**src/shared/routing_pkg.sv**
```systemverilog
`default_nettype none
package routing_pkg;

	// --------------------------------------------------------------
	// Field and word layout
	// --------------------------------------------------------------
	localparam int              FIELD_W         = 6;
	localparam int              FIELDS_PER_WORD = 5;
	localparam int              WORD_W          = FIELD_W * FIELDS_PER_WORD;
	localparam logic [5:0]      CODE_HIGH       = 6'h3F;
	localparam logic [5:0]      CODE_LOW        = 6'h3E;
	localparam logic [5:0]      FIELD_RESET     = CODE_LOW;
	localparam logic [29:0]     WORD_RESET      = {FIELDS_PER_WORD{FIELD_RESET}};

	// --------------------------------------------------------------
	// Audio side sizes
	// --------------------------------------------------------------
	localparam int AUDIO_PINS      = 20;
	localparam int AUDIO_CLK_N     = 8;
	localparam int AUDIO_DATA_N    = 8;
	localparam int AUDIO_FS_N      = 8;
	localparam int AUDIO_IRQ_N     = 10;
	localparam int AUDIO_MISC_N    = 6;
	localparam int AUDIO_CLK_SRC   = 9;
	localparam int AUDIO_DATA_SRC  = 16;
	localparam int AUDIO_FS_SRC    = 16;
	localparam int AUDIO_PIN_SRC   = 24;
	localparam int AUDIO_MISC_SRC  = 8;
	localparam int AUDIO_EN_SRC    = 16;

	// --------------------------------------------------------------
	// Peripheral side sizes
	// --------------------------------------------------------------
	localparam int PERIPH_PINS     = 14;
	localparam int PERIPH_IN_N     = 8;
	localparam int PERIPH_IRQ_N    = 9;
	localparam int PERIPH_MISC_N   = 9;
	localparam int PERIPH_MISC_SRC = 16;
	localparam int PERIPH_PIN_SRC  = 24;
	localparam int PERIPH_EN_SRC   = 24;

	// --------------------------------------------------------------
	// Field base indices, one run per routed signal set
	// --------------------------------------------------------------
	localparam int F_CLK    = 0;
	localparam int F_DATA   = F_CLK + AUDIO_CLK_N;
	localparam int F_FS     = F_DATA + AUDIO_DATA_N;
	localparam int F_APIN   = F_FS + AUDIO_FS_N;
	localparam int F_AIRQ   = F_APIN + AUDIO_PINS;
	localparam int F_AMISC  = F_AIRQ + AUDIO_IRQ_N;
	localparam int F_AEN    = F_AMISC + AUDIO_MISC_N;
	localparam int F_PIN_IN = F_AEN + AUDIO_PINS;
	localparam int F_PIRQ   = F_PIN_IN + PERIPH_IN_N;
	localparam int F_PMISC  = F_PIRQ + PERIPH_IRQ_N;
	localparam int F_PPIN   = F_PMISC + PERIPH_MISC_N;
	localparam int F_PEN    = F_PPIN + PERIPH_PINS;
	localparam int FIELDS   = F_PEN + PERIPH_PINS;
	localparam int WORDS    = (FIELDS + FIELDS_PER_WORD - 1) / FIELDS_PER_WORD;

	// --------------------------------------------------------------
	// Register map (byte addresses)
	// --------------------------------------------------------------
	localparam int          ADDR_W          = 12;
	localparam logic [11:0] CFG_BASE_OFS    = 12'h000;
	localparam logic [11:0] INVERT_OFS      = 12'h080;
	localparam logic [11:0] AUDIO_STAT_OFS  = 12'h084;
	localparam logic [11:0] PERIPH_STAT_OFS = 12'h088;

	localparam int INV_PIN19 = 0;
	localparam int INV_PIN20 = 1;
	localparam int INV_MISC4 = 2;
	localparam int INV_MISC5 = 3;
	localparam int INV_W     = 4;
	localparam logic [3:0] INVERT_RESET = 4'h0;

	// Zero-based indices of the invertible buffers
	localparam int PIN19_IDX = 18;
	localparam int PIN20_IDX = 19;
	localparam int MISC4_IDX = 4;
	localparam int MISC5_IDX = 5;

endpackage : routing_pkg
`default_nettype wire

```
**src/rtl/signal_routing_matrix.sv**
```systemverilog
// Behaviour
// Each group has its own source codes and its own configuration fields.
// Each field belongs to one routed input; its code picks the source.
// One source code may appear in any number of fields of a group.
// Every routed input is driven by exactly one output source.
// Fields only pick sources of their own group; misc and pin paths cross.
// Audio unit has clock, data, frame sync, pin, misc and enable groups.
// Peripheral unit has misc, pin output and pin enable groups.
// Every group may pick pin levels; only pin group drives pin values.
// Pin driven from its routed value when enable is 1, else input.
// Audio unit has twenty pin buffers with value and enable fields.
// Peripheral unit has fourteen pin buffers with value and enable fields.
// Constant high and low codes are selectable in every group.
// Audio pins 19 and 20 may invert received level unless self routed.
// Audio misc buffers 4 and 5 may invert their routed level.
// Audio misc buffers feed no peripheral; they reappear in enable group.
// Audio misc group has ten interrupt routes and six misc buffers.
// Peripheral misc group has nine interrupt routes and nine misc buffers.
// Pin enables may come from pin levels and other non-owner signals.
// Audio clocks pick port clocks, generator clocks, rx clock, pins, consts.
// After reset every routed input is tied low.
// Software reads current audio and peripheral pin levels.
// Route changes reach outputs within one clock, no other route disturbed.
// Undefined codes route logic low.
`timescale 1ns/1ps
`default_nettype none

module signal_routing_matrix
	import routing_pkg::*;
#(
	parameter int CLK_SRC_W  = routing_pkg::AUDIO_CLK_SRC,
	parameter int DATA_SRC_W = routing_pkg::AUDIO_DATA_SRC,
	parameter int FS_SRC_W   = routing_pkg::AUDIO_FS_SRC
) (
	input  wire logic                                     clk,
	input  wire logic                                     resetn,
	input  wire logic                                     psel,
	input  wire logic                                     penable,
	input  wire logic                                     pwrite,
	input  wire logic [routing_pkg::ADDR_W-1:0]           paddr,
	input  wire logic [31:0]                              pwdata,
	input  wire logic [3:0]                               pstrb,
	output logic                                          pready,
	output logic [31:0]                                   prdata,
	output logic                                          pslverr,
	input  wire logic [CLK_SRC_W-1:0]                     audioClkSrc,
	output logic [routing_pkg::AUDIO_CLK_N-1:0]           audioClkIn,
	input  wire logic [DATA_SRC_W-1:0]                    audioDataSrc,
	output logic [routing_pkg::AUDIO_DATA_N-1:0]          audioDataIn,
	input  wire logic [FS_SRC_W-1:0]                      audioFsSrc,
	output logic [routing_pkg::AUDIO_FS_N-1:0]            audioFsIn,
	input  wire logic [routing_pkg::AUDIO_PIN_SRC-1:0]    audioPinSrc,
	input  wire logic [routing_pkg::AUDIO_MISC_SRC-1:0]   audioMiscSrc,
	output logic [routing_pkg::AUDIO_IRQ_N-1:0]           audioIrqRouteIn,
	input  wire logic [routing_pkg::AUDIO_EN_SRC-1:0]     audioEnSrc,
	input  wire logic [routing_pkg::AUDIO_PINS-1:0]       audioPinIn,
	output logic [routing_pkg::AUDIO_PINS-1:0]            audioPinOut,
	output logic [routing_pkg::AUDIO_PINS-1:0]            audioPinOe,
	input  wire logic [routing_pkg::PERIPH_MISC_SRC-1:0]  periphMiscSrc,
	output logic [routing_pkg::PERIPH_IN_N-1:0]           periphMiscIn,
	output logic [routing_pkg::PERIPH_IRQ_N-1:0]          periphIrqRouteIn,
	input  wire logic [routing_pkg::PERIPH_PIN_SRC-1:0]   periphPinSrc,
	input  wire logic [routing_pkg::PERIPH_EN_SRC-1:0]    periphEnSrc,
	input  wire logic [routing_pkg::PERIPH_PINS-1:0]      periphPinIn,
	output logic [routing_pkg::PERIPH_PINS-1:0]           periphPinOut,
	output logic [routing_pkg::PERIPH_PINS-1:0]           periphPinOe
);
	import routing_pkg::*;

	// ------------------------------------------------------------------
	// Source selection
	// ------------------------------------------------------------------
	// Codes past a group's last source, except CODE_HIGH, hit zero padding, so they read low
	function automatic logic pick(input logic [63:0] vec,
		input logic [5:0] code);
		pick = (code == CODE_HIGH) | vec[code];
	endfunction : pick

	// ------------------------------------------------------------------
	// Configuration storage
	// ------------------------------------------------------------------
	logic [WORD_W-1:0]   cfgWord [WORDS];
	logic [INV_W-1:0]    invert;
	wire  [5:0]          field [WORDS*FIELDS_PER_WORD];

	genvar gw, gf;
	generate
		for (gw = 0; gw < WORDS; gw++) begin : g_word
			for (gf = 0; gf < FIELDS_PER_WORD; gf++) begin : g_fld

				assign field[gw*FIELDS_PER_WORD+gf] =
					cfgWord[gw][gf*FIELD_W +: FIELD_W];
			end
		end
	endgenerate

	// ------------------------------------------------------------------
	// Received pin levels
	// ------------------------------------------------------------------
	wire  selfRoute19 = field[F_APIN+PIN19_IDX] == 6'(PIN19_IDX);
	wire  selfRoute20 = field[F_APIN+PIN20_IDX] == 6'(PIN20_IDX);
	logic [AUDIO_PINS-1:0] audioLevel;

	always_comb begin
		audioLevel = audioPinIn;
		// Self-routed buffers keep true polarity to avoid a loop
		audioLevel[PIN19_IDX] = audioPinIn[PIN19_IDX] ^
			(invert[INV_PIN19] & ~selfRoute19);
		audioLevel[PIN20_IDX] = audioPinIn[PIN20_IDX] ^
			(invert[INV_PIN20] & ~selfRoute20);
	end

	// ------------------------------------------------------------------
	// Per-group source vectors: pins first, then group's own outputs
	// ------------------------------------------------------------------
	wire [AUDIO_MISC_N-1:0]  audioMiscBuf;
	wire [PERIPH_MISC_N-1:0] periphMiscBuf;


	wire [63:0] vecClk  = 64'({audioClkSrc, audioLevel});
	wire [63:0] vecData = 64'({audioDataSrc, audioLevel});
	wire [63:0] vecFs   = 64'({audioFsSrc, audioLevel});
	wire [63:0] vecAPin = 64'({audioPinSrc, audioLevel});
	wire [63:0] vecAMsc = 64'({audioMiscSrc, audioLevel});
	// Misc buffer outputs cross into the enable group here
	wire [63:0] vecAEn  = 64'({audioMiscBuf, audioEnSrc, audioLevel});
	wire [63:0] vecPMsc = 64'({periphMiscSrc, periphPinIn});
	wire [63:0] vecPPin = 64'({periphPinSrc, periphPinIn});
	wire [63:0] vecPEn  = 64'({periphMiscBuf, periphEnSrc, periphPinIn});

	// ------------------------------------------------------------------
	// Routed values, one mux per field
	// ------------------------------------------------------------------
	wire [AUDIO_CLK_N-1:0]   next_audioClkIn;
	wire [AUDIO_DATA_N-1:0]  next_audioDataIn;
	wire [AUDIO_FS_N-1:0]    next_audioFsIn;
	wire [AUDIO_PINS-1:0]    next_audioPinOut;
	wire [AUDIO_IRQ_N-1:0]   next_audioIrqRouteIn;
	wire [AUDIO_MISC_N-1:0]  audioMiscRaw;
	wire [AUDIO_PINS-1:0]    next_audioPinOe;
	wire [PERIPH_IN_N-1:0]   next_periphMiscIn;
	wire [PERIPH_IRQ_N-1:0]  next_periphIrqRouteIn;
	wire [PERIPH_PINS-1:0]   next_periphPinOut;
	wire [PERIPH_PINS-1:0]   next_periphPinOe;

	genvar i;
	generate

		for (i = 0; i < AUDIO_CLK_N; i++) begin : g_clk
			assign next_audioClkIn[i] = pick(vecClk, field[F_CLK+i]);
		end
		for (i = 0; i < AUDIO_DATA_N; i++) begin : g_data
			assign next_audioDataIn[i] = pick(vecData, field[F_DATA+i]);
		end
		for (i = 0; i < AUDIO_FS_N; i++) begin : g_fs
			assign next_audioFsIn[i] = pick(vecFs, field[F_FS+i]);
		end

		for (i = 0; i < AUDIO_PINS; i++) begin : g_apin
			assign next_audioPinOut[i] = pick(vecAPin, field[F_APIN+i]);
			assign next_audioPinOe[i] = pick(vecAEn, field[F_AEN+i]);
		end

		for (i = 0; i < AUDIO_IRQ_N; i++) begin : g_airq
			assign next_audioIrqRouteIn[i] =
				pick(vecAMsc, field[F_AIRQ+i]);
		end
		for (i = 0; i < AUDIO_MISC_N; i++) begin : g_amisc
			assign audioMiscRaw[i] = pick(vecAMsc, field[F_AMISC+i]);
		end

		for (i = 0; i < PERIPH_IN_N; i++) begin : g_pin
			assign next_periphMiscIn[i] = pick(vecPMsc, field[F_PIN_IN+i]);
		end
		for (i = 0; i < PERIPH_IRQ_N; i++) begin : g_pirq
			assign next_periphIrqRouteIn[i] =
				pick(vecPMsc, field[F_PIRQ+i]);
		end
		for (i = 0; i < PERIPH_MISC_N; i++) begin : g_pmisc
			assign periphMiscBuf[i] = pick(vecPMsc, field[F_PMISC+i]);
		end

		for (i = 0; i < PERIPH_PINS; i++) begin : g_ppin
			assign next_periphPinOut[i] = pick(vecPPin, field[F_PPIN+i]);
			assign next_periphPinOe[i] = pick(vecPEn, field[F_PEN+i]);
		end
	endgenerate


	wire [AUDIO_MISC_N-1:0] miscInvMask =
		AUDIO_MISC_N'({invert[INV_MISC5], invert[INV_MISC4]}) << MISC4_IDX;
	assign audioMiscBuf = audioMiscRaw ^ miscInvMask;

	// ------------------------------------------------------------------
	// Routed outputs
	// ------------------------------------------------------------------
	// Registering every route trades one cycle of latency for
	// glitch-free switching when a field is rewritten
	always_ff @(posedge clk or negedge resetn) begin
		if (!resetn) begin
			audioClkIn       <= '0;
			audioDataIn      <= '0;
			audioFsIn        <= '0;
			audioIrqRouteIn  <= '0;
			audioPinOut      <= '0;
			audioPinOe       <= '0;
			periphMiscIn     <= '0;
			periphIrqRouteIn <= '0;
			periphPinOut     <= '0;
			periphPinOe      <= '0;
		end else begin
			audioClkIn       <= next_audioClkIn;
			audioDataIn      <= next_audioDataIn;
			audioFsIn        <= next_audioFsIn;
			audioIrqRouteIn  <= next_audioIrqRouteIn;
			audioPinOut      <= next_audioPinOut;
			audioPinOe       <= next_audioPinOe;
			periphMiscIn     <= next_periphMiscIn;
			periphIrqRouteIn <= next_periphIrqRouteIn;
			periphPinOut     <= next_periphPinOut;
			periphPinOe      <= next_periphPinOe;
		end
	end

	// ------------------------------------------------------------------
	// Bus decode
	// ------------------------------------------------------------------
	wire        access    = psel & penable & ~pready;
	wire [9:0]  wordIdx   = paddr[11:2];
	wire        cfgHit    = wordIdx < 10'(WORDS);
	wire        invHit    = paddr == INVERT_OFS;
	wire        aStatHit  = paddr == AUDIO_STAT_OFS;
	wire        pStatHit  = paddr == PERIPH_STAT_OFS;
	wire        mapped    = cfgHit | invHit | aStatHit | pStatHit;
	wire        alignedOk = paddr[1:0] == 2'h0;
	wire        badAccess = ~mapped | ~alignedOk;
	wire [4:0]  cfgSel    = cfgHit ? wordIdx[4:0] : 5'h0;
	wire [31:0] oldWord   = {2'h0, cfgWord[cfgSel]};
	wire [31:0] byteMask  = {{8{pstrb[3]}}, {8{pstrb[2]}},
		{8{pstrb[1]}}, {8{pstrb[0]}}};
	wire [31:0] mergedWord = (pwdata & byteMask) | (oldWord & ~byteMask);
	wire        cfgWrite  = access & pwrite & cfgHit & alignedOk;
	wire        invWrite  = access & pwrite & invHit & pstrb[0];

	wire [31:0] readWord =
		(cfgHit & alignedOk) ? oldWord :
		invHit   ? 32'(invert) :
		aStatHit ? 32'(audioPinIn) :
		pStatHit ? 32'(periphPinIn) :
		32'h0000_0000;

	// ------------------------------------------------------------------
	// Register writes
	// ------------------------------------------------------------------
	always_ff @(posedge clk or negedge resetn) begin
		if (!resetn) begin
			for (int w = 0; w < WORDS; w++) begin
				cfgWord[w] <= WORD_RESET;
			end
			invert <= INVERT_RESET;
		end else begin
			if (cfgWrite) begin
				cfgWord[cfgSel] <= mergedWord[WORD_W-1:0];
			end
			if (invWrite) begin
				invert <= pwdata[INV_W-1:0];
			end
		end
	end

	// ------------------------------------------------------------------
	// Bus answer: one wait state, all outputs registered
	// ------------------------------------------------------------------
	always_ff @(posedge clk or negedge resetn) begin
		if (!resetn) begin
			pready  <= 1'b0;
			prdata  <= 32'h0000_0000;
			pslverr <= 1'b0;
		end else begin
			pready  <= access;
			pslverr <= access & badAccess;
			if (access && !pwrite) begin
				prdata <= readWord;
			end
		end
	end

endmodule : signal_routing_matrix

`default_nettype wire

```
**config.mk**
```make
export PLATFORM = sky130hd
export DESIGN_NAME = signal_routing_matrix
export DESIGN_NICKNAME = d
export VERILOG_FILES = /design/src/shared/routing_pkg.sv /design/src/rtl/signal_routing_matrix.sv
export SDC_FILE = /design/constraint.sdc
export NUM_CORES = 2
export LEC_CHECK = 0
export ABC_CLOCK_PERIOD_IN_PS = 3900
export BUFFER_PORTS_ARGS = -buffer_cell sky130_fd_sc_hd__buf_2
export CAP_MARGIN = 15
export CELL_PAD_IN_SITES_DETAIL_PLACEMENT = 1
export CELL_PAD_IN_SITES_GLOBAL_PLACEMENT = 1
export CORE_MARGIN = 2
export CORE_UTILIZATION = 45
export DETAILED_ROUTE_END_ITERATION = 7
export PLACE_DENSITY = 0.81
export SLEW_MARGIN = 5
export SYNTH_ARGS = -nofsm -noshare
export SYNTH_HDL_FRONTEND = slang
export SYNTH_SLANG_ARGS = --single-unit
```
**constraint.sdc**
```tcl
create_clock -name clk -period 3.9 [get_ports clk]
set_input_delay 0.39 -clock clk [delete_from_list [all_inputs] [get_ports clk]]
set_output_delay 0.39 -clock clk [all_outputs]
set_load 0.005 [all_outputs]
```
==> impl_metrics.tcl <==
set metrics [dict create \
    synth-adder-area-share_pct 0 \
    placed_area_um2 93400 \
    timing.critical_path.slowest_stage_cell "or4_1" \
    max-cap-violations 0 \
    dp_hpwl_um 313000 \
    drc 0 \
    final_util_pct 51.6 \
    placed_cells 10291 \
    fin_cells 10557 \
    post_synth_num_cell_types 84 \
    max_stage_delay_ns 0.68 \
    die_width_um 440 \
    synth.most_common_cell "mux4_2" \
    tritoncts "built" \
    placement.io_buffers 388 \
    groute.usage.overall_pct 46.8 \
    timing_worst_slew_pin_value_ns 1.19 \
    holdWs_ns 0.0611 \
    drtIter0Drc 13609 \
    setup_ws_ns -0.124 \
    cp_common_cell "buf_4" \
    grt_setup_unrepaired "no" \
    grt_max_degree 133 \
    synth.area.top_cells "mux4_2 34%, dfstp_2 21%, dfrtp_1 8.5%" \
    post_synth_xor_area_fraction_pct 0.0102 \
    cp-startpoint "paddr[9]" \
    routed_wirelength_um 462000 \
    synth_warnings 0 \
    fp-row-count 160 \
    grt_pass1_vias 85869 \
    critPathKind "primary input to flop" \
    seq_total_area_yosys_pct 29.2 \
    multi_input_combinational_cell_area_um2 55900 \
    via_count 85532 \
    synth.top_cell.area_share_pct 34.0 \
    synthSimpleGateAreaFrac_pct 9.66 \
    timing.final.max_slew_violations 0 \
    max_ir_drop_vdd_mv 0.443 \
    hold_path_class "primary input to flop" \
    critical_path_arrival_ns 4.72 \
    timing.reg2reg.worst_path_depth 11 \
    core-area_um2 190000 \
    fp.dieH_um 440 \
    critPathMaxFanout 17 \
    syn_area_um2 85700 \
    stdcell_area_um2 97800 \
    postSynth.asyncResetShare_pct 100 \
    cts_sinks 965 \
    wl_per_cell_um 43.8 \
    fillers 19820 \
    cp_depth 17 \
    outcome "finished, violations left" \
    crit_path_end_kind "flop" \
    synth-edff-count 0 \
    cp_data_required_time_ns 4.59 \
    setup_viol 23 \
    initial_utilization_pct 45.2 \
    compound_gate_portion_of_the_synthesized_area_pct 14.4 \
    violations "setup timing" \
    ioPinCount 393 \
    worstSkewPairLatency_ns 0.85 \
    finalHoldViolations 0 \
    postRouteAntennaNets 0 \
    grt_antenna_before_repair 43 \
    critical-path-top-delay-family "buffers and inverters" \
    detail_route.vias_per_cell 8.10 \
    power_per_cell_area_nw_per_um2 275 \
    clock_transition_at_the_registers_of_the_reported_paths_ns 0.06 \
    regArea_um2 25000 \
    cts-root-buf "clkbuf_16" \
    post_synth.cell_area_avg_um2 10.8 \
    gp_congestion 1.06 \
    clock-skew-final_ns 0.0709 \
    syn-instance-count 7927 \
    top_cells_by_count_synth "1,293 x mux4_2, 1,098 x clkbuf_1, 927 x nand2_1" \
    layout_min_cycle_time_ns 4.02 \
    slew_headroom_pct 20.4 \
    synth-main-ff-cell "dfstp_2" \
    synth_top_cell_by_area "mux4_2" \
    cp-start-kind "primary input" \
    num-nets-final 8148 \
    syn_to_final_growth_pct 14.1 \
    crit-reg2reg-launch "invert[0]$_DFFE_PN0P_" \
    synth.mux.area_fraction_pct 40.5 \
    drt-pass1-iter-count 6 \
    fin_setup_tns_ns -0.735 \
    grt_first_pass_wirelength_um 650000 \
    die_area_um2 194000 \
    synth_top_family_by_area "multiplexers" \
    cts_buffers 117 \
    minimum_setup_slack_among_reg_to_reg_paths_ns -0.05 \
    post_route_cells_drive_above_1_share_pct 44.6 \
    timing.final.crit_share_pct 103 \
    synth.ff_latch_count 965 \
    cts_h_tree_depth 3 \
    grt_overflow_total 0 \
    timing.critical_path.cells "buf_2 > or4_1 > buf_4 > buf_4 > buf_4 > a2111oi_4 > buf_4 > buf_4 > o22ai_1 > o21ai_0 > buf_4 > nand4_1 > a21oi_2 > buf_4 > mux2i_4 > buf_12 > o21ai_0" \
    critical_path.reg2reg.endpoint "audioPinOe[19]$_DFF_PN0_" \
    p_leak_nw 32.1 \
    crit_buf_inv 9 \
    crit_end "cfgWord[622]$_DFFE_PN1P_" \
    cts_post_setup_buffers_inserted 0 \
    max_freq_ghz 0.248 \
    clock_tree.buffer_depth 3 \
]
[routing by layer]
metal,vias to the layer above,global-route usage (%),part of all wire (%)
li1,30879,-,-
met1,42876,54.0,31
met2,8738,67.4,42
met3,3001,19.0,15
met4,38,40.7,12
met5,-,0.223,0.076
[cell type report]
cell class	count	share of cell area, %
tap	2511	3.21
timing repair buffer	1138	9.34
sequential	965	25.6
antenna	34	0.0870
clock inverter	57	0.724
inverter	112	0.430
clock buffer	166	3.48
multi-input combinational	5574	57.2
[flip-flops by register name, summed over array words and instances (netlist names), 8 cells and up]
signal            flops
prdata               30
audioPinOut          20
audioDataIn           8
periphMiscIn          8
audioFsIn             8
cfgWord             810
periphPinOe          14
audioPinOe           20
periphPinOut         14
audioIrqRouteIn      10
periphIrqRouteIn      9
audioClkIn            8
[kinds of logic (layout without fill, tap and decap cells)]
family / count (synthesis) / in the layout
other: 1 / 36
AOI/OAI and AO/OA: 1970 / 1970
buffers and inverters: 1389 / 1473
and+or+nand+nor: 1773 / 1773
DFF: 965 / 965
muxes: 1828 / 1828
xor gates and xnor gates: 1 / 1
[per-stage QoR]
stage	setup slack, ns	total power [mW]
floorplan	0.258	12.3
global placement	-1.11	14.5
detailed placement	-1.17	14.6
CTS	0.00838	26.6
global route	0.00600	27.2
finish	-0.124	26.9
[worst register-to-register path: stages (launching register included)]
cell,delay (ns)
dfrtp_1,0.57
nand2b_1,0.18
o21ai_1,0.41
buf_4,0.32
nor2_1,0.13
o311ai_1,0.29
buf_4,0.18
nand2_1,0.36
mux4_2,0.62
a21o_1,0.19
o21ai_0,0.34
buf_4,0.28
[worst min-delay path by stage]
stage          slack [ns]    from                  endpoint  cells past startpoint
2_1_floorplan        0.09  resetn   audioClkIn[0]$_DFF_PN0_                      0
3_3_place_gp         0.45  resetn  cfgWord[546]$_DFFE_PN0P_                      1
3_5_place_dp         0.45  resetn  cfgWord[546]$_DFFE_PN0P_                      1
4_1_cts             0.006  pwrite     prdata[5]$_DFFE_PN0P_                      3
5_1_grt              0.11    psel    prdata[11]$_DFFE_PN0P_                      5
6_report             0.06    psel    prdata[11]$_DFFE_PN0P_                      5
[repair_timing]
item	CTS	global route
cloned	0	0
setup endpoints to repair	57	78
endpoints found under the hold margin	14	1
gates resized for setup	5	9
hold buffers	7	1
[cells in the final DEF (no fill, tap or decap), types with 21 or more instances in the layout]
cell type / instances
and3_1: 44
nand4_1: 71
buf_2: 371
clkbuf_8: 21
o21ai_0: 892
nand2b_1: 42
mux2_2: 172
buf_4: 639
nor3b_1: 27
inv_1: 111
a22o_1: 74
o22ai_1: 150
nand3_1: 114
nor2_1: 197
a211oi_1: 82
clkbuf_1: 24
a221oi_1: 73
or4_1: 21
and4_1: 26
a21oi_1: 189
mux2i_1: 333
diode_2: 34
mux4_2: 1293
clkbuf_16: 121
mux2i_4: 27
a31oi_1: 55
buf_12: 119
a2bb2oi_1: 25
nand3b_1: 41
nand2_1: 919
o211ai_1: 32
dfrtp_1: 290
nor2b_1: 101
o221ai_1: 86
a22oi_1: 102
o31ai_1: 24
dfstp_2: 675
nor3_1: 89
[report_power, final]
part | switching (mW) | total, mW | internal, mW
Clock | 5.24 | 12.1 | 6.85
Sequential | 0.0484 | 10.2 | 10.1
Combinational | 2.99 | 4.65 | 1.66
No activity file was read; power rests on OpenSTA's default activity.
